==> src/hw/cmp_pkg.sv <==
package cmp_pkg;
    // ---------------------------------------------------------------
    // File register addresses
    // ---------------------------------------------------------------
    localparam logic [7:0] ADDR_FLAGS   = 8'h0c;
    localparam logic [7:0] ADDR_ENABLES = 8'h8c;
    localparam logic [7:0] ADDR_CMPCTL  = 8'h1f;
    localparam logic [7:0] ADDR_VREF    = 8'h9f;
    localparam logic [7:0] ADDR_DATA_A  = 8'h05;
    localparam logic [7:0] ADDR_DIR_A   = 8'h85;

    // ---------------------------------------------------------------
    // Field positions
    // ---------------------------------------------------------------
    localparam int CMP_IRQ_BIT   = 6;
    localparam int CMP1_OUT_BIT  = 6;
    localparam int CMP2_OUT_BIT  = 7;
    localparam int CIS_BIT       = 3;
    localparam int VREF_RSV_BIT  = 4;

    // ---------------------------------------------------------------
    // Reset values and comparator mode codes
    // ---------------------------------------------------------------
    localparam logic [7:0] RST_FLAGS   = 8'h00;
    localparam logic [7:0] RST_ENABLES = 8'h00;
    localparam logic [3:0] RST_CMPCTL  = 4'h0;
    localparam logic [7:0] RST_VREF    = 8'h00;
    localparam logic [4:0] RST_DIR_A   = 5'h1f;
    localparam logic [2:0] MODE_OUTPUTS = 3'h6;
    localparam logic [2:0] MODE_OFF     = 3'h7;
    localparam logic [2:0] MODE_RESET   = 3'h0;
endpackage

==> src/hw/cmp_sync_if.sv <==
`timescale 1ns/100ps
interface cmp_sync_if;
    logic [1:0] raw;
    logic [1:0] stable;
    modport src (output raw, input stable);
    modport sync (input raw, output stable);
endinterface

==> src/hw/cmp_sync.sv <==
`timescale 1ns/100ps
module cmp_sync
    import cmp_pkg::*;
#(
    parameter int WIDTH = 2
) (
    // Clock and reset
    input  wire logic core_clk,
    input  wire logic rstn,
    // Levels
    cmp_sync_if.sync  port
);
    // ---------------------------------------------------------------
    // Three-stage sampler; a change is taken once stages 2 and 3 agree
    // ---------------------------------------------------------------
    logic [WIDTH-1:0] s1;
    logic [WIDTH-1:0] s2;
    logic [WIDTH-1:0] s3;
    logic [WIDTH-1:0] held;

    if (WIDTH != 2) begin : g_width_check
        $error("cmp_sync serves two comparators only");
    end

    always_ff @(posedge core_clk or negedge rstn) begin
        if (!rstn) begin
            s1 <= '0;
            s2 <= '0;
            s3 <= '0;
        end else begin
            s1 <= port.raw;
            s2 <= s1;
            s3 <= s2;
        end
    end

    genvar i;
    for (i = 0; i < WIDTH; i++) begin : g_bit
        always_ff @(posedge core_clk or negedge rstn) begin
            if (!rstn) begin
                held[i] <= 1'b0;
            end else if (s2[i] == s3[i]) begin
                held[i] <= s3[i];
            end
        end
    end

    assign port.stable = held;
endmodule

==> src/hw/comparator_output_interrupt.sv <==
// How it works
// Enable bit 6, read/write, resets 0
// Flag bit 6, read/write, resets 0
// Flag sets regardless of any enable
// Software clears flag before enabling
// Other bits read zero, ignore writes
// Flags at 0Ch, enables at 8Ch
// Comparator outputs read-only in control
// Mode 110 drives raw outputs to pins
// Direction bits still gate pin drivers
// Analogue pins read zero in data
// Software waits response time after change
// Control at 1Fh, reference at 9Fh
// Flag and enable wake from sleep
// Mismatch with latched outputs sets flag
`timescale 1ns/100ps
module comparator_output_interrupt
    import cmp_pkg::*;
(
    // Clock and reset
    input  wire logic       core_clk,
    input  wire logic       rstn,
    // File register port
    input  wire logic [7:0] addr,
    input  wire logic       wrEn,
    input  wire logic [7:0] wrData,
    input  wire logic       rdEn,
    output logic      [7:0] rdData,
    // Analogue comparators
    input  wire logic       cmp1Raw,
    input  wire logic       cmp2Raw,
    output logic      [3:0] cmpConfig,
    output logic      [7:0] vrefConfig,
    // Port A pins 0..4
    input  wire logic [4:0] pinIn,
    input  wire logic [4:0] portLatch,
    output logic            data_a_pin3Out,
    output logic            data_a_pin3Oe,
    output logic            data_a_pin4Out,
    output logic            data_a_pin4Oe,
    output logic      [4:0] analogSel,
    // Core
    output logic            irqRequest,
    output logic            wakeRequest
);
    // ---------------------------------------------------------------
    // State
    // ---------------------------------------------------------------
    logic       cmp_irq_enable;
    logic       cmp_irq_flag;
    logic [3:0] comparator_control;
    logic [7:0] voltage_reference_control;
    logic [4:0] data_a_direction;
    logic [1:0] lastOut;
    logic [4:0] pinSync1;
    logic [4:0] pinSync2;
    logic [4:0] pinSync3;
    logic [4:0] pinLevel;
    logic       changed;
    logic [2:0] comparator_mode_field;
    logic       flagsWrite;
    logic       enablesWrite;
    logic       controlWrite;
    logic       vrefWrite;
    logic       dirWrite;
    logic [7:0] flagsByte;
    logic [7:0] enablesByte;
    logic [7:0] controlByte;
    logic [7:0] dataByte;

    cmp_sync_if syncBus();

    assign syncBus.raw = {cmp2Raw, cmp1Raw};

    cmp_sync #(.WIDTH(2)) u_sync (
        .core_clk (core_clk),
        .rstn     (rstn),
        .port     (syncBus.sync)
    );

    assign comparator_mode_field = comparator_control[2:0];

    // ---------------------------------------------------------------
    // Write decode
    // ---------------------------------------------------------------
    assign flagsWrite   = wrEn && addr == ADDR_FLAGS;
    assign enablesWrite = wrEn && addr == ADDR_ENABLES;
    assign controlWrite = wrEn && addr == ADDR_CMPCTL;
    assign vrefWrite    = wrEn && addr == ADDR_VREF;
    assign dirWrite     = wrEn && addr == ADDR_DIR_A;

    // Pins that the comparator mode hands to the analogue side.
    function automatic logic [4:0] analog_pins(input logic [2:0] mode);
        case (mode)
            MODE_OFF:     analog_pins = 5'h00;
            3'h5:         analog_pins = 5'h03;
            MODE_OUTPUTS: analog_pins = 5'h0f;
            default:      analog_pins = 5'h0f;
        endcase
    endfunction

    // ---------------------------------------------------------------
    // Register writes
    // ---------------------------------------------------------------
    always_ff @(posedge core_clk or negedge rstn) begin
        if (!rstn) begin
            cmp_irq_enable <= RST_ENABLES[CMP_IRQ_BIT];
        end else if (enablesWrite) begin
            cmp_irq_enable <= wrData[CMP_IRQ_BIT];
        end
    end

    always_ff @(posedge core_clk or negedge rstn) begin
        if (!rstn) begin
            comparator_control <= RST_CMPCTL;
        end else if (controlWrite) begin
            comparator_control <= wrData[3:0];
        end
    end

    always_ff @(posedge core_clk or negedge rstn) begin
        if (!rstn) begin
            voltage_reference_control <= RST_VREF;
        end else if (vrefWrite) begin
            voltage_reference_control <= wrData & ~(8'h01 << VREF_RSV_BIT);
        end
    end

    always_ff @(posedge core_clk or negedge rstn) begin
        if (!rstn) begin
            data_a_direction <= RST_DIR_A;
        end else if (dirWrite) begin
            data_a_direction <= wrData[4:0];
        end
    end

    // ---------------------------------------------------------------
    // Change detect; a new change in the clearing cycle wins
    // ---------------------------------------------------------------
    assign changed = syncBus.stable != lastOut;

    always_ff @(posedge core_clk or negedge rstn) begin
        if (!rstn) begin
            lastOut <= 2'h0;
        end else begin
            lastOut <= syncBus.stable;
        end
    end

    always_ff @(posedge core_clk or negedge rstn) begin
        if (!rstn) begin
            cmp_irq_flag <= RST_FLAGS[CMP_IRQ_BIT];
        end else if (changed) begin
            cmp_irq_flag <= 1'b1;
        end else if (flagsWrite) begin
            cmp_irq_flag <= wrData[CMP_IRQ_BIT];
        end
    end

    assign irqRequest  = cmp_irq_flag & cmp_irq_enable;
    // Wake ignores the global enable; the core decides whether to vector.
    assign wakeRequest = cmp_irq_flag & cmp_irq_enable;

    // ---------------------------------------------------------------
    // Port A pin sampling and output path
    // ---------------------------------------------------------------
    // A pin level moves only once two sampler stages agree, so a metastable sample never reaches a read.
    always_ff @(posedge core_clk or negedge rstn) begin
        if (!rstn) begin
            pinSync1 <= 5'h00;
            pinSync2 <= 5'h00;
            pinSync3 <= 5'h00;
            pinLevel <= 5'h00;
        end else begin
            pinSync1 <= pinIn;
            pinSync2 <= pinSync1;
            pinSync3 <= pinSync2;
            pinLevel <= (pinSync2 & ~(pinSync2 ^ pinSync3)) | (pinLevel & (pinSync2 ^ pinSync3));
        end
    end

    // The raw comparator level goes out unsynchronised, so it can glitch.
    always_comb begin
        if (comparator_mode_field == MODE_OUTPUTS) begin
            data_a_pin3Out = cmp1Raw;
            data_a_pin4Out = cmp2Raw;
        end else begin
            data_a_pin3Out = portLatch[3];
            data_a_pin4Out = portLatch[4];
        end
    end

    assign data_a_pin3Oe = ~data_a_direction[3];
    assign data_a_pin4Oe = ~data_a_direction[4];
    assign analogSel    = analog_pins(comparator_mode_field);
    assign cmpConfig    = comparator_control;
    assign vrefConfig   = voltage_reference_control;

    // ---------------------------------------------------------------
    // Read path
    // ---------------------------------------------------------------
    assign flagsByte   = 8'(cmp_irq_flag) << CMP_IRQ_BIT;
    assign enablesByte = 8'(cmp_irq_enable) << CMP_IRQ_BIT;
    // Result bits come from the sampler, so a read never catches a half-settled level.
    assign controlByte = {syncBus.stable[1], syncBus.stable[0], 2'h0, comparator_control};
    // Analogue pins read zero, which also hides their undefined digital levels.
    assign dataByte    = {3'h0, pinLevel & ~analog_pins(comparator_mode_field)};

    always_ff @(posedge core_clk or negedge rstn) begin
        if (!rstn) begin
            rdData <= 8'h00;
        end else if (rdEn) begin
            case (addr)
                ADDR_FLAGS:   rdData <= flagsByte;
                ADDR_ENABLES: rdData <= enablesByte;
                ADDR_CMPCTL:  rdData <= controlByte;
                ADDR_VREF:    rdData <= voltage_reference_control;
                ADDR_DIR_A:   rdData <= {3'h0, data_a_direction};
                ADDR_DATA_A:  rdData <= dataByte;
                default:      rdData <= 8'h00;
            endcase
        end
    end
endmodule

==> config.mk <==
export PLATFORM = sky130hd
export DESIGN_NAME = comparator_output_interrupt
export DESIGN_NICKNAME = d
export VERILOG_FILES = /design/src/hw/cmp_pkg.sv /design/src/hw/cmp_sync_if.sv /design/src/hw/cmp_sync.sv /design/src/hw/comparator_output_interrupt.sv
export SDC_FILE = /design/constraint.sdc
export NUM_CORES = 1
export LEC_CHECK = 0
export BUFFER_PORTS_ARGS = -buffer_cell sky130_fd_sc_hd__clkbuf_2
export CAP_MARGIN = 0
export CORE_AREA = 2 2 68 77
export CTS_CLUSTER_DIAMETER = 30
export DETAILED_ROUTE_END_ITERATION = 7
export DIE_AREA = 0 0 70 79
export HOLD_SLACK_MARGIN = 0.12
export PLACE_DENSITY = 0.75
export SYNTH_ARGS = -nofsm -noshare
export SYNTH_HDL_FRONTEND = slang
export SYNTH_SLANG_ARGS = --single-unit
==> constraint.sdc <==
create_clock -name core_clk -period 2.3 [get_ports core_clk]
set_input_delay 0.115 -clock core_clk [delete_from_list [all_inputs] [get_ports core_clk]]
set_output_delay 0.115 -clock core_clk [all_outputs]
set_load 0.01 [all_outputs]
### Word-level counts from Yosys, hierarchy flattened

Index checks and enable logic that the tools add are counted.

| storage, ports and cells | value |
|---|---|
| register bits after elaboration | 56 |

| cells by class | value |
|---|---|
| eq/ne operators | 12 |
| multiplexer cells | 6 |
| bitwise logic cells | 10 |
| reduce and logical (&&, ||, !) cells | 6 |

Operator list:

| operator | count |
|---|---|
| case mux 8 bit (6 select lines) | 1 |
| equality test 8 bit, second input constant | 3 |
| bitwise AND 5 bit | 3 |
| inverter 5 bit | 2 |
| equality test 3 bit, second input constant | 3 |
| equality test 8 x 3 -> 1 bit, second input constant | 1 |
| equality test 8 x 4 -> 1 bit, second input constant | 1 |
| equality test 8 x 5 -> 1 bit, second input constant | 1 |
| case mux 4 bit (2 select lines) | 1 |
| logical AND 1 bit | 5 |
| OR 5 bit | 1 |
| XOR 5 bit | 1 |
| two-way mux 1 bit | 4 |
| equality test 1 bit | 2 |
| != test 2 bit | 1 |
| inverter 1 bit | 2 |
| nonzero test 2 bit | 1 |
| bitwise AND 1 bit | 1 |

### Logic depth before layout (Yosys ltp)

| depth | value |
|---|---|
| depth after elaboration | 5 |
| depth in mapped cells | 5 |
| depth with buffers taken out | 4 |

### Cells and area by module

From an unflattened synthesis, not the netlist that was laid out.

| unflattened totals | value |
|---|---|
| cell total of the unflattened synthesis | 157 |
| area total of the unflattened synthesis | 2264.7 sq um |

By module, submodules not included:

| module | times used | cells each | area each (sq um) |
|---|---|---|---|
| comparator_output_interrupt | 1 | 147 | 2042.0 |
| cmp_sync | 1 | 10 | 222.7 |

### Least setup slack after synthesis

OpenSTA, ideal clock, no wires.

| timing | value |
|---|---|
| kind | input -> register |
| start point | in addr[5] |
| end point | reg voltage_reference_control[0] (netlist: vrefConfig[0]) |
| library setup time | 125 ps |
| arrival time | 1250 ps |
| required time | 2175 ps |
| slack | 926 ps |
| stages on the path | 5 |
| path buffers | 1 |
| path through | or2_1 > nor3_1 > and3_1 > buf_4 > mux2_2 |

| on the way | value |
|---|---|
| word-level cells in the longest chain between the ends | 2 |

RTL lines:

| item | RTL line | source |
|---|---|---|
| start: declaration | comparator_output_interrupt.sv:24 | `input wire logic [7:0] addr,` |
| equality test 8 bit | comparator_output_interrupt.sv:89 | `assign vrefWrite = wrEn && addr == ADDR_VREF;` |
| logical AND 1 bit | comparator_output_interrupt.sv:89 |  |
| end signal: assignment | comparator_output_interrupt.sv:125 | `voltage_reference_control <= wrData & ~(8'h01 << VREF_RSV_BIT);` |
| end: declaration | comparator_output_interrupt.sv:52 | `logic [7:0] voltage_reference_control;` |

Every way passes these cells.
A chain may end at the register's enable or synchronous reset.

### Final worst setup path

| timing | value |
|---|---|
| start point | reg comparator_control[0] (netlist: cmpConfig[0]) |
| end point | out data_a_pin3Out |

| on the way | value |
|---|---|
| word-level cells in the longest chain between the ends | 2 |

RTL lines:

| item | RTL line | source |
|---|---|---|
| start: declaration | comparator_output_interrupt.sv:51 | `logic [3:0] comparator_control;` |
| start signal: assignment | comparator_output_interrupt.sv:117 | `comparator_control <= wrData[3:0];` |
| equality test 3 bit | comparator_output_interrupt.sv:184 | `if (comparator_mode_field == MODE_OUTPUTS) begin` |
| two-way mux 1 bit | comparator_output_interrupt.sv:184 |  |
| end: declaration | comparator_output_interrupt.sv:37 | `output logic data_a_pin3Out,` |

Every way passes these cells.

==> run summary <==
Clocking
• **H-tree depth reported by CTS** 2
• **post-cts repair resize count** 0
• **root buf cell** sky130_fd_sc_hd__clkbuf_8
• **clock transition at the registers of the reported paths** 0.10 ns
• **CTS tree** built
• **Setup Buffers After CTS** 0
• **TritonCTS buffer count** 5
• **clock latency at the later pin of the worst-skew pair** 0.30 ns
• **deepest clock path buffer count** 2
• **sinks on the clock net** 56

Worst setup path
• **critical path start-end classification** reg -> out
• **Worst setup SP type** flip-flop
• **Critical Path End Type** output port
• **Worst Setup SP** cmpConfig[0]$_DFFE_PN0P_
• **critical path fanouts, max** 6
• **CP Data Required Time** 2.18 ns
• **crit path DAT** 1.42 ns
• **r2r startpoint** cmpConfig[2]$_DFFE_PN0P_

Final layout
• **ANT cells** 0
• **fill cell total of the finished layout** 398
• **synth-to-layout area growth** 24.32%
• **proportion of layout cells with a drive suffix above 1** 42.26%
• **final non-filler cell area** 0.002865 mm2
• **Final Instance Count excl. Fillers** 297
• **final-stage net count** 270

Timing
• **Tmin final** 1.537 ns
• **Tightest Pin Transition** 0.7082 ns
• **setup TNS after final layout** 0 ns
• **setup repair after global routing missed its margin** false
• **headroom to the max-slew limit** 52.78%
• **share of the clock period used by the worst path** 66.83%
• **count of endpoints failing setup in the final report** 0
• **Hold Vio Cnt, Final** 0
• **final setup skew** 0.007668 ns
• **number of max-slew violations in the final report** 0
• **highest attainable clock frequency** 0.6506 GHz

Synthesis
• **synthesized area** 0.002305 mm2
• **most frequently used flop master after synthesis** sky130_fd_sc_hd__dfrtp_1
• **number of synthesized flops with an enable pin** 0
• **fraction of the yosys area taken by sequential cells** 61.07%
• **Synth Warn #** 0
• **synthesized instance count** 165
• **share of synthesized flip-flops with an asynchronous set or reset** 100.0%
• **Unique masters post-synth** 37
• **FF+latch count, synth** 56
• **Post-Syn Area per Cell** 13.97 um2

Global route
• **global-route wire length before repair** 7196 um
• **global-route usage over all layers** 16.84%
• **pin count of the biggest net entering global routing** 30
• **overflow left after global routing** 0
• **antenna violations before repair** 0
• **number of global-route vias before repair** 1517

Detailed routing
• **met2 layer wire length in the routed design** 2170 um
• **top layer in use** met4
• **wire length the detailed router placed on met1** 1864 um
• **routed length on met3** 224 um
• **Routed WL per cell** 14.56 um
• **Detailed Route WL** 4325 um
• **number of nets with antenna violations after routing** 0
• **ratio of routed vias to standard cells** 5.111
• **Post-route DRC** 0
• **DRC marker count from the first detailed-route iteration** 84
• **Initial DRT Pass Iterations** 5
• **routed vias** 1518

Placement
• **post-placement cell area** 0.002619 mm2
• **number of cells after detailed placement** 273
• **number of buffers added on ports** 57
• **post-DP HPWL** 3159 um
• **routability-driven placement congestion ratio** 0.7296

Die
• **initial standard-cell utilization of the core** 48.04%
• **vertical die dimension** 79 um
• **Std-Cell Rows** 27
• **count of pins on the block boundary** 63
• **floorplan core area** 0.004797 mm2
• **width of the die** 70 um
• **overall die area** 0.005530 mm2

Run
• **Max Cap Viol** 0

Worst hold path
• **worst hold path startpoint** rdEn
• **worst min-delay path class** in -> reg

Outcome
• **outcome** finished, final reports clean

Pwr
• **static leakage power** 1.315 nW
• **peak ir drop on the vdd network** 0.3279 mV
• **Pwr per Cell Area** 615.5 mW/mm2

path summary, 6_finish.rpt:
check                                             endpoint  slack (ns)  cells after the start
hold / removal                       rdData[2]$_DFFE_PN0P_        0.18                      2
setup / recovery                            data_a_pin3Out        0.76                      3
setup reg to reg                     rdData[3]$_DFFE_PN0P_        0.97                      4
hold reg to reg                     u_sync.s2[1]$_DFF_PN0_        0.35                      0
max in group asynchronous  data_a_direction[4]$_DFFE_PN1P_        1.25                      3
min in group asynchronous           u_sync.s2[1]$_DFF_PN0_        0.38                      2
logic make-up after synthesis:
| group | synth area share (%) |
|---|---|
| AOI/OAI and AO/OA | 4.941 |
| xor gates and xnor gates | 1.140 |
| adders and majority gates | 3.040 |
| buffers and inverters | 4.723 |
| DFF | 61.07 |
| muxes | 13.25 |
| other | 0.1627 |
| and+or+nand+nor | 11.67 |
cells in the mapped netlist, types with 2 or more instances:
cell type                  number  area, um2
sky130_fd_sc_hd__a222oi_1       4      40.04
sky130_fd_sc_hd__buf_4          7      52.55
sky130_fd_sc_hd__dfrtp_1       51       1276
sky130_fd_sc_hd__dfstp_2        5      131.4
sky130_fd_sc_hd__inv_1         11      41.29
sky130_fd_sc_hd__maj3_1         7      70.07
sky130_fd_sc_hd__mux2_1         5      56.30
sky130_fd_sc_hd__mux2_2        19      214.0
sky130_fd_sc_hd__mux2i_1        2      20.02
sky130_fd_sc_hd__nand2_1        5      18.77
sky130_fd_sc_hd__nand2b_1       5      31.28
sky130_fd_sc_hd__nand3_1        6      30.03
sky130_fd_sc_hd__nand4_1        2      12.51
sky130_fd_sc_hd__nor3_1         3      15.01
sky130_fd_sc_hd__nor3_2         2      20.02
sky130_fd_sc_hd__nor4_2         3      37.54
sky130_fd_sc_hd__o21ai_0        2      10.01
sky130_fd_sc_hd__o22ai_1        5      31.28
sky130_fd_sc_hd__xnor2_1        3      26.28
routing by layer:
layer  up-vias  GRT usage (%)
met1       736          21.47
li1        728              -
met3         7          4.569
met5         -              0
met4         0          5.385
met2        47          28.10
what timing repair did:
action                                  CTS  global route
endpoints found under the setup margin    0             0
endpoints found under the hold margin    52             0
hold buffers                             16             0
critical path: stages, from the launching register on:
cell and delay (ns):
sky130_fd_sc_hd__dfrtp_1 0.44, sky130_fd_sc_hd__nand3b_1 0.24, sky130_fd_sc_hd__mux2_2 0.30, sky130_fd_sc_hd__clkbuf_2 0.13
state kept, by name, indices dropped and copies added (netlist names), 4 cells and up, named ones only:
| signal | cells |
|---|---|
| cmpConfig | 4 |
| pinSync2 | 5 |
| vrefConfig | 7 |
| data_a_direction | 5 |
| rdData | 8 |
| pinSync1 | 5 |
| pinSync3 | 5 |
area by class of cell:
type	instances	area [um2]	share of cell area (%)
tap	58	72.57	2.533
inverter	11	41.29	1.441
clock inverter	2	13.76	0.4803
multi-input combinational	90	792.0	27.64
clock buffer	6	72.57	2.533
timing repair buffer	74	465.4	16.24
sequential	56	1408	49.13
through the flow:
stage	utilization, %	setup slack, ns	total power, W	hold slack (ns)
final	59.73	0.7630	0.001764	0.1818
after global routing	59.73	0.6960	0.001846	0.1960
after CTS	59.73	0.7224	0.001782	0.1889
after detailed placement	54.59	0.5856	0.001243	0.1926
after global placement	54.59	0.5847	0.001236	0.1845
after floorplan	-	0.9255	0.001160	-0.1806
where the power goes:
group | switching [W] | leakage (nW) | internal [W]
Clock | 0.000304 | 0.0456 | 0.000218
Combinational | 0.0000874 | 0.581 | 0.0000878
Sequential | 0.0000306 | 0.688 | 0.00104
layout by cell type, fill, tap and decap left out, drive strengths merged, types with 3 or more instances in the layout:
cell type | netlist | final
maj3 | 7 | 7
a222oi | 4 | 4
dfstp | 5 | 5
clkbuf | 1 | 63
nor4 | 5 | 5
nor3 | 6 | 6
inv | 11 | 12
mux2 | 25 | 25
nand2 | 5 | 5
nand2b | 5 | 5
dlygate4sd3 | 0 | 16
o21ai | 3 | 3
xnor2 | 3 | 3
o22ai | 5 | 5
nand3 | 7 | 7
dfrtp | 51 | 51
Power figures use the tool's default switching activity.
